==> src/design/psw_pkg.sv <==
// Package of offsets, field positions and reset values for the status flags
package flags_pkg;
  // ************************************************************
  // Bus geometry
  // ************************************************************
  localparam int ADDR_W = 12;
  localparam logic [11:0] FLAGS_OFFSET = 12'h0d0; // Byte address of the word
  localparam logic [1:0] RESP_OKAY = 2'h0;
  localparam logic [1:0] RESP_SLVERR = 2'h2;
  // ************************************************************
  // Field positions inside the status word
  // ************************************************************
  localparam int CARRY_BIT = 7;
  localparam int AUX_CARRY_BIT = 6;
  localparam int USER_FLAG_ZERO_BIT = 5;
  localparam int BANK_SELECT_HIGH_BIT = 4;
  localparam int BANK_SELECT_LOW_BIT = 3;
  localparam int OVERFLOW_BIT = 2;
  localparam int USER_FLAG_ONE_BIT = 1;
  localparam int PARITY_BIT = 0;
  // ************************************************************
  // Reset values
  // ************************************************************
  localparam logic [7:0] FLAGS_RESET = 8'h00;
  localparam logic [7:0] BANK_BASE_RESET = 8'h00;
endpackage

==> src/design/program_status_flags.sv <==
// Program status flag register with AXI4-Lite access and ALU update port
// Summary of operation
// - Carry (bit 7) takes the ALU carry out on an arithmetic update with upd_carry set.
// - Carry is the one-bit accumulator that bit instructions use.
// - Aux carry (bit 6) takes the nibble carry or borrow of the ALU.
// - User flag zero (bit 5) changes only on a software write.
// - User flag one (bit 1) changes only on a software write.
// - Overflow (bit 2) is the carry out of bit six xor that of bit seven.
// - Parity (bit 0) is high one clock after the accumulator holds odd ones.
//
// The AXI4-Lite register port is this design's own decision.
`timescale 1ns/10ps
`default_nettype none
module program_status_flags (
  input wire logic aclk,
  input wire logic aresetn,
  input wire logic [flags_pkg::ADDR_W-1:0] s_axi_awaddr,
  input wire logic s_axi_awvalid,
  output logic s_axi_awready,
  input wire logic [31:0] s_axi_wdata,
  input wire logic [3:0] s_axi_wstrb,
  input wire logic s_axi_wvalid,
  output logic s_axi_wready,
  output logic [1:0] s_axi_bresp,
  output logic s_axi_bvalid,
  input wire logic s_axi_bready,
  input wire logic [flags_pkg::ADDR_W-1:0] s_axi_araddr,
  input wire logic s_axi_arvalid,
  output logic s_axi_arready,
  output logic [31:0] s_axi_rdata,
  output logic [1:0] s_axi_rresp,
  output logic s_axi_rvalid,
  input wire logic s_axi_rready,
  input wire logic alu_update,
  input wire logic upd_carry,
  input wire logic upd_aux_carry,
  input wire logic upd_overflow,
  input wire logic alu_carry_out,
  input wire logic alu_carry_bit6,
  input wire logic alu_nibble_carry,
  input wire logic bit_write,
  input wire logic bit_value,
  input wire logic [7:0] accumulator,
  output logic [7:0] status_word,
  output logic carry_flag,
  output logic [7:0] bank_base
);
  // ************************************************************
  // State
  // ************************************************************
  typedef struct packed {
    logic [7:0] flags;
    logic [7:0] bank_base;
    logic aw_got;
    logic [flags_pkg::ADDR_W-1:0] aw_addr;
    logic w_got;
    logic [31:0] w_data;
    logic w_lane0;
    logic awready;
    logic wready;
    logic bvalid;
    logic [1:0] bresp;
    logic arready;
    logic rvalid;
    logic [31:0] rdata;
    logic [1:0] rresp;
  } state_t;

  state_t st_r;
  state_t st_nxt;
  logic acc_odd;
  logic sw_wr;

  // Parity of the accumulator, registered into bit 0 below
  parity_tree #(.WIDTH(8)) u_parity (
    .data(accumulator),
    .odd(acc_odd)
  );

  // ************************************************************
  // Next state
  // ************************************************************
  // Bus slave first, then software write, then hardware updates
  always_comb begin
    st_nxt = st_r;
    sw_wr = 1'h0;
    // Write address and data are taken in either order
    if (s_axi_awvalid && st_r.awready) begin
      st_nxt.aw_got = 1'h1;
      st_nxt.aw_addr = s_axi_awaddr;
    end
    if (s_axi_wvalid && st_r.wready) begin
      st_nxt.w_got = 1'h1;
      st_nxt.w_data = s_axi_wdata;
      st_nxt.w_lane0 = s_axi_wstrb[0];
    end
    if (st_r.bvalid && s_axi_bready) begin
      st_nxt.bvalid = 1'h0;
    end
    // Both halves held: commit and answer
    if (st_nxt.aw_got && st_nxt.w_got && !st_r.bvalid) begin
      st_nxt.aw_got = 1'h0;
      st_nxt.w_got = 1'h0;
      st_nxt.bvalid = 1'h1;
      if (st_nxt.aw_addr[11:2] == flags_pkg::FLAGS_OFFSET[11:2]) begin
        st_nxt.bresp = flags_pkg::RESP_OKAY;
        sw_wr = st_nxt.w_lane0;
      end else begin
        st_nxt.bresp = flags_pkg::RESP_SLVERR;
      end
    end
    // Software owns bits 7..1; parity is never written by software
    if (sw_wr) begin
      st_nxt.flags[flags_pkg::CARRY_BIT:flags_pkg::USER_FLAG_ONE_BIT] =
        st_nxt.w_data[7:1];
    end
    // Bit instructions use carry as their accumulator
    if (bit_write) begin
      st_nxt.flags[flags_pkg::CARRY_BIT] = bit_value;
    end
    // Arithmetic results override software in the same cycle
    if (alu_update) begin
      if (upd_carry) begin
        st_nxt.flags[flags_pkg::CARRY_BIT] = alu_carry_out;
      end
      if (upd_aux_carry) begin
        st_nxt.flags[flags_pkg::AUX_CARRY_BIT] = alu_nibble_carry;
      end
      if (upd_overflow) begin
        st_nxt.flags[flags_pkg::OVERFLOW_BIT] =
          alu_carry_bit6 ^ alu_carry_out;
      end
    end
    st_nxt.flags[flags_pkg::PARITY_BIT] = acc_odd;
    // Working register base from the bank select pair
    st_nxt.bank_base = {3'h0,
      st_nxt.flags[flags_pkg::BANK_SELECT_HIGH_BIT:
                   flags_pkg::BANK_SELECT_LOW_BIT],
      3'h0};
    st_nxt.awready = !st_nxt.aw_got && !st_nxt.bvalid;
    st_nxt.wready = !st_nxt.w_got && !st_nxt.bvalid;
    // Read channel: one read at a time
    if (st_r.rvalid && s_axi_rready) begin
      st_nxt.rvalid = 1'h0;
    end
    if (s_axi_arvalid && st_r.arready) begin
      st_nxt.rvalid = 1'h1;
      if (s_axi_araddr[11:2] == flags_pkg::FLAGS_OFFSET[11:2]) begin
        st_nxt.rdata = {24'h00_0000, st_r.flags};
        st_nxt.rresp = flags_pkg::RESP_OKAY;
      end else begin
        st_nxt.rdata = 32'h0000_0000;
        st_nxt.rresp = flags_pkg::RESP_SLVERR;
      end
    end
    st_nxt.arready = !st_nxt.rvalid;
  end

  // ************************************************************
  // Registers and outputs
  // ************************************************************
  // State register
  always_ff @(posedge aclk) begin
    if (!aresetn) begin
      st_r <= '0;
      st_r.flags <= flags_pkg::FLAGS_RESET;
      st_r.bank_base <= flags_pkg::BANK_BASE_RESET;
      st_r.bresp <= flags_pkg::RESP_OKAY;
      st_r.rresp <= flags_pkg::RESP_OKAY;
    end else begin
      st_r <= st_nxt;
    end
  end

  // Outputs straight from the state register
  assign s_axi_awready = st_r.awready;
  assign s_axi_wready = st_r.wready;
  assign s_axi_bresp = st_r.bresp;
  assign s_axi_bvalid = st_r.bvalid;
  assign s_axi_arready = st_r.arready;
  assign s_axi_rdata = st_r.rdata;
  assign s_axi_rresp = st_r.rresp;
  assign s_axi_rvalid = st_r.rvalid;
  assign status_word = st_r.flags;
  assign carry_flag = st_r.flags[flags_pkg::CARRY_BIT];
  assign bank_base = st_r.bank_base;
endmodule
`default_nettype wire

==> src/design/parity_tree.sv <==
// Odd-parity reduction of a data word
`timescale 1ns/10ps
`default_nettype none
module parity_tree #(
  parameter int WIDTH = 8
) (
  input wire logic [WIDTH-1:0] data,
  output logic odd
);
  // High when the word holds an odd number of ones
  assign odd = ^data;
endmodule
`default_nettype wire

==> config.mk <==
export PLATFORM = sky130hd
export DESIGN_NAME = program_status_flags
export DESIGN_NICKNAME = d
export VERILOG_FILES = /design/src/design/psw_pkg.sv /design/src/design/program_status_flags.sv /design/src/design/parity_tree.sv
export SDC_FILE = /design/constraint.sdc
export NUM_CORES = 1
export LEC_CHECK = 0
export BUFFER_PORTS_ARGS = -buffer_cell sky130_fd_sc_hd__buf_2
export CAP_MARGIN = 25
export CORE_MARGIN = 2
export CORE_UTILIZATION = 45
export DETAILED_ROUTE_END_ITERATION = 16
export PLACE_DENSITY = 0.85
export SKIP_LAST_GASP = 1
export SLEW_MARGIN = 20
export SYNTH_ARGS = -nofsm -noshare
export SYNTH_HDL_FRONTEND = slang
export SYNTH_SLANG_ARGS = --single-unit
==> constraint.sdc <==
create_clock -name aclk -period 3 [get_ports aclk]
set_input_delay 0.75 -clock aclk [delete_from_list [all_inputs] [get_ports aclk]]
set_output_delay 0.75 -clock aclk [all_outputs]
set_load 0.02 [all_outputs]
# ---- Word-level counts from Yosys, hierarchy flattened
# Cells that the tools add are included.
# Widths: inputs -> output; s select.
dict set report classes {
  n_addsub 0
  multipliers 0
  div_mod_pow 0
  order_cmp 0
  eq_ne 2
  shift 0
  mux 19
  bitwise_logic 1
  n_reduce_logical 15
}
# operator count
set op_table {}
lappend op_table {{$mux 35} 1}
lappend op_table {{$mux 34} 1}
lappend op_table {{$eq 10x6->1 const B} 2}
lappend op_table {{$mux 13} 1}
lappend op_table {{$mux 1} 11}
lappend op_table {{$mux 10} 1}
lappend op_table {{$logic_and 1x1->1} 9}
lappend op_table {{$reduce_xor 8->1} 1}
lappend op_table {{$mux 7} 1}
lappend op_table {{$logic_not 1->1} 5}
lappend op_table {{$mux 2} 2}
lappend op_table {{$mux 3} 1}
lappend op_table {{$xor 1x1->1} 1}
dict set report totals {
  reg_bits 104
  latchBits 0
  ramBits 0
  rom_bits 0
  inputBits 84
  out_inout_bits 58
  elab_cells 56
  mem_count 0
}

# ---- Logic depth before layout (Yosys ltp)
dict set report logic_depth {
  depth_word 9
  mapped_depth 7
  mapped_depth_nobuf 5
}

# ---- By module
# A second synthesis with hierarchy kept.
dict set report hier_totals {
  hier_cells 251
  hier_area_um2 2233.4
}
# module instances cells_each area_per_inst_um2 seq_area_each_um2
set by_module_without_submodules {}
lappend by_module_without_submodules {program_status_flags 1 244 2172.1 860.8}
lappend by_module_without_submodules {parity_tree 1 7 61.3 0.0}

# ---- Worst setup path before layout
# OpenSTA, ideal clock, no wires.
dict set report synth_timing {
  kind {input to register}
  from {input port s_axi_awaddr[11] in the netlist's numbering}
  to {register st_r, in the netlist status_word[6]}
  setup_ns 0.122
  arrival_ns 2.045
  required_time_ns 2.878
  setup_slack_ns 0.833
  cell_stages 6
  path_buffers 1
  path_cell_list {nor4_2 -> nand4_1 -> a2111oi_2 -> buf_6 -> mux2i_1 -> o22ai_2}
}
dict set report synth_via {
  elab_chain_len 7
}
# element line_no
set synth_rtl {}
lappend synth_rtl {{start, declared} program_status_flags.sv:17} ;# input wire logic [flags_pkg::ADDR_W-1:0] s_axi_awaddr,
lappend synth_rtl {{$mux 13 (*)} program_status_flags.sv:88} ;# if (s_axi_awvalid && st_r.awready) begin
lappend synth_rtl {{$eq 10x6->1 (*)} program_status_flags.sv:105} ;# if (st_nxt.aw_addr[11:2] == flags_pkg::FLAGS_OFFSET[11:2]) begin
lappend synth_rtl {{$mux 1 (*)} program_status_flags.sv:105}
lappend synth_rtl {{$mux 1 (*)} program_status_flags.sv:101} ;# if (st_nxt.aw_got && st_nxt.w_got && !st_r.bvalid) begin
lappend synth_rtl {{$mux 7 (*)} program_status_flags.sv:113} ;# if (sw_wr) begin
lappend synth_rtl {{$mux 1} program_status_flags.sv:126} ;# if (upd_aux_carry) begin
lappend synth_rtl {{$mux 2 (*)} program_status_flags.sv:122} ;# if (alu_update) begin
lappend synth_rtl {{end signal, assigned} program_status_flags.sv:171} ;# st_r <= st_nxt;
lappend synth_rtl {{end, declared} program_status_flags.sv:69} ;# state_t st_r;
# Every way passes the cells marked *; elsewhere a longest branch is shown, timed or not.
# A chain may end at the register's enable or synchronous reset.

# ---- Worst setup path in the final report
dict set report layout_timing {
  from {input port s_axi_awvalid}
  to {register st_r, in the netlist status_word[2]}
}
dict set report layout_via {
  elab_chain_len 8
  elab_cells_between_ends 10
  cone_classes {eq/ne: 1; mux: 6; reduce/logical: 3}
}
# element line_no
set layout_rtl {}
lappend layout_rtl {{start, declared} program_status_flags.sv:18} ;# input wire logic s_axi_awvalid,
lappend layout_rtl {{$logic_and 1x1->1 (*)} program_status_flags.sv:88}
lappend layout_rtl {{$mux 13 (*)} program_status_flags.sv:88}
lappend layout_rtl {{$eq 10x6->1 / $logic_and 1x1->1 (equally long branches)} {program_status_flags.sv:105, program_status_flags.sv:101}}
lappend layout_rtl {{$mux 1 / $logic_and 1x1->1 (equally long branches)} {program_status_flags.sv:105, program_status_flags.sv:101}}
lappend layout_rtl {{$mux 1 (*)} program_status_flags.sv:101}
lappend layout_rtl {{$mux 7 (*)} program_status_flags.sv:113}
lappend layout_rtl {{$mux 1} program_status_flags.sv:129} ;# if (upd_overflow) begin
lappend layout_rtl {{$mux 1 (*)} program_status_flags.sv:122}
# Marks and branches as above.

==> results.cfg <==
[worst_hold_path]
min_delay_path_depth = 1
hp-class = flip-flop to flip-flop
worstHoldEndpoint = s_axi_awready
hold_start = st_r[87]

[synthesis]
synth-async-reset-ratio = 0
yosysMostFrequentCell = buf_4
synth_cell_type_count = 35
synthCells = 252
yosys-top-cells-area = dfxtp_1 (39%), buf_4 (18%), nand2_1 (7.4%), a21boi_0 (5.5%), nor2b_1 (3.7%)
yosysWarnings = 0
synth_seq_cells = 43
yosys.area.top_type = dfxtp_1
syn_area_per_cell_sq_um = 8.689
syn_area_sq_mm = 0.002190
synth-edff-count = 0
synth_top_area_frac = 0.3931
synth_top_flop_cell = dfxtp_1
ys_seq_area_frac = 0.3931
synthTopCellsByCount = buf_4 (52), dfxtp_1 (43), nand2_1 (43)

[floorplan]
num_rows = 25
ios = 142
initial_utilization = 0.4667
design.die.area_sq_mm = 0.005440
dieWidth_um = 73.76
die_h_um = 73.76
core_area_sq_mm = 0.004692

[route]
drt_iter0_drc = 74
routed_wl_um = 4021
dr.pass1.iters = 4
detail-route-antenna-nets = 0
drc = 0
via_per_inst = 4.700
wl_met2_um = 1914
wl_met1_um = 1757
wl_met3_um = 294
routed-via-count = 1692
wl_per_cell_um = 11.17
maxUsedRoutingLayer = met4

[timing]
period_needed_ns = 2.349
hold_violations = 0
timing.slew.headroom = 0.5838
fin_tns_setup_ns = 0
fin_crit_sh = 0.7829
setup_violations = 0
max_freq_mhz = 425.7
rsz0062_at_grt = false
fin_skew_ns = 0.007935
worstMarginPinSlew_ns = 0.6243
maxSlewViolCount = 0
layout_setup_ws_ns = 0.6512
hold_ws_ns = 0.4240

[critical_path]
critPathKind = input pin to flip-flop
crit_path_start_kind = input pin
cp_slowest_stage_delay_ns = 0.42
critical_path.cell_chain = buf_2, and2_1, nand4_1, a2111oi_2, buf_4, mux2_2, a21oi_1
rr_worst_depth = 6
endpoint_kind = flip-flop
required_ns = 3.22
critPathMaxFanout = 13
reg2reg_to = status_word[2]
critical_path_arrival_ns = 2.57
cp_slowest_cell = a2111oi_2
rrSetupSlack_ns = 0.84
worstReg2RegStart = s_axi_awready

[cts]
postCtsSetupRepairBufs = 0
cts_max_level = 2
cts_hold_buf = 0
clock-root-buffer = clkbuf_8
clockBufferDepth = 2
numCtsBuffers = 5
cts-resized-gates = 0
clock_latency_ns = 0.29
clock-sinks = 43
cts_tree = built
path_clk_slew_ns = 0.08

[run]
drv_cap = 0

[outcome]
status = complete, no violations

[placed_design]
gp_congestion = 0.7557
port_buffers = 77
hpwl_um = 3074
detailedPlace.worstSlack_ns = 0.3443

[grt]
antenna_found_initial = 0
grt_pass1_vias = 1441
track_usage = 0.1456
grt_max_degree = 45
grt_pass1_wl_um = 6154
overflow = 0

[pwr]
internal_power_w = 0.0008564
leakage_nw = 1.094
seq_power_share = 0.523
swShare = 0.2717
power_density_mw_per_mm2 = 485.9
clock_power_share = 0.308
power.switching_w = 0.0003194
peakVddDrop_v = 0.0002045
p_comb_frac = 0.169

[layout]
final_layout_size_suffix_gt1_frac = 0.3039
n_fill_cell = 466
fin_nets = 390
area_delta_synth_final_pct = 10.51
n_antenna_cell = 0
registers in the layout, indices dropped and copies added, names as in the netlist:
name / count
s_axi_rvalid: 1
s_axi_wready: 1
s_axi_awready: 1
st_r: 20
status_word: 8
s_axi_bvalid: 1
s_axi_arready: 1
s_axi_rdata: 8
s_axi_bresp: 1
s_axi_rresp: 1
how the worst max path moves through the flow:
stage / startpoint / endpoint / slack, ns / cells past startpoint
after floorplan: s_axi_awaddr[11] / status_word[6] / 0.83 / 6
after global placement: s_axi_awvalid / status_word[2] / 0.35 / 7
after detailed placement: s_axi_awvalid / status_word[2] / 0.34 / 7
after CTS: s_axi_awvalid / status_word[2] / 0.65 / 7
after global routing: s_axi_awvalid / status_word[2] / 0.55 / 7
final: s_axi_awvalid / status_word[2] / 0.65 / 7
cell type report:
class | instances | area, sq um | area share
multi-input combinational | 176 | 999.7 | 0.4131
sequential | 43 | 860.8 | 0.3557
timing repair buffer | 79 | 400.4 | 0.1655
inverter | 1 | 3.754 | 0.001551
clock buffer | 6 | 82.58 | 0.03413
tap | 54 | 67.56 | 0.02792
clock inverter | 1 | 5.005 | 0.002068
per-layer routing:
layer | track usage | vias up
met5 | 0 | -
met4 | 0.04040 | 0
met3 | 0.04527 | 6
met2 | 0.2510 | 72
met1 | 0.1737 | 749
li1 | - | 865
critical path, delay by kind of cell:
kind / cells / cell delay (ns)
AO/OA/AOI/OAI: 2 / 0.55
buffers and inverters: 2 / 0.33
AND/OR/NAND/NOR: 2 / 0.59
multiplexers: 1 / 0.34
layout by cell type (no fill, tap or decap), types with 6 or more instances in the layout:
master,instances
a21boi_0,16
a22oi_1,8
buf_2,77
clkbuf_8,6
conb_1,32
dfxtp_1,43
nand2_1,43
nand3_1,7
nor2b_1,13
o21ai_0,6
xnor2_1,6
power groups by stage:
stage | Combinational, W | Clock [W] | Sequential (W)
6_report | 0.000199 | 0.000362 | 0.000615
5_1_grt | 0.000221 | 0.000402 | 0.000619
4_1_cts | 0.000200 | 0.000377 | 0.000615
3_5_place_dp | 0.000200 | 0 | 0.000629
3_3_place_gp | 0.000195 | 0 | 0.000627
2_1_floorplan | 0.000172 | 0 | 0.000631
metrics by stage:
step                instances  power [W]    util  area [sq um]
floorplan                 283  0.0008032       -          2306
global placement          353  0.0008225  0.4971          2332
detailed placement        353  0.0008287  0.4971          2332
CTS                       360   0.001192  0.5157          2420
global route              360   0.001242  0.5157          2420
finish                    360   0.001176  0.5157          2420
logic make-up after synthesis:
logic type / synth area share
AOI/OAI and AO/OA: 0.1303
xor gates and xnor gates: 0.03200
buffers and inverters: 0.2034
DFF: 0.3931
muxes: 0.02914
other: 0.001713
and+or+nand+nor: 0.2103
Note: power is estimated with default switching activity, not from simulation.
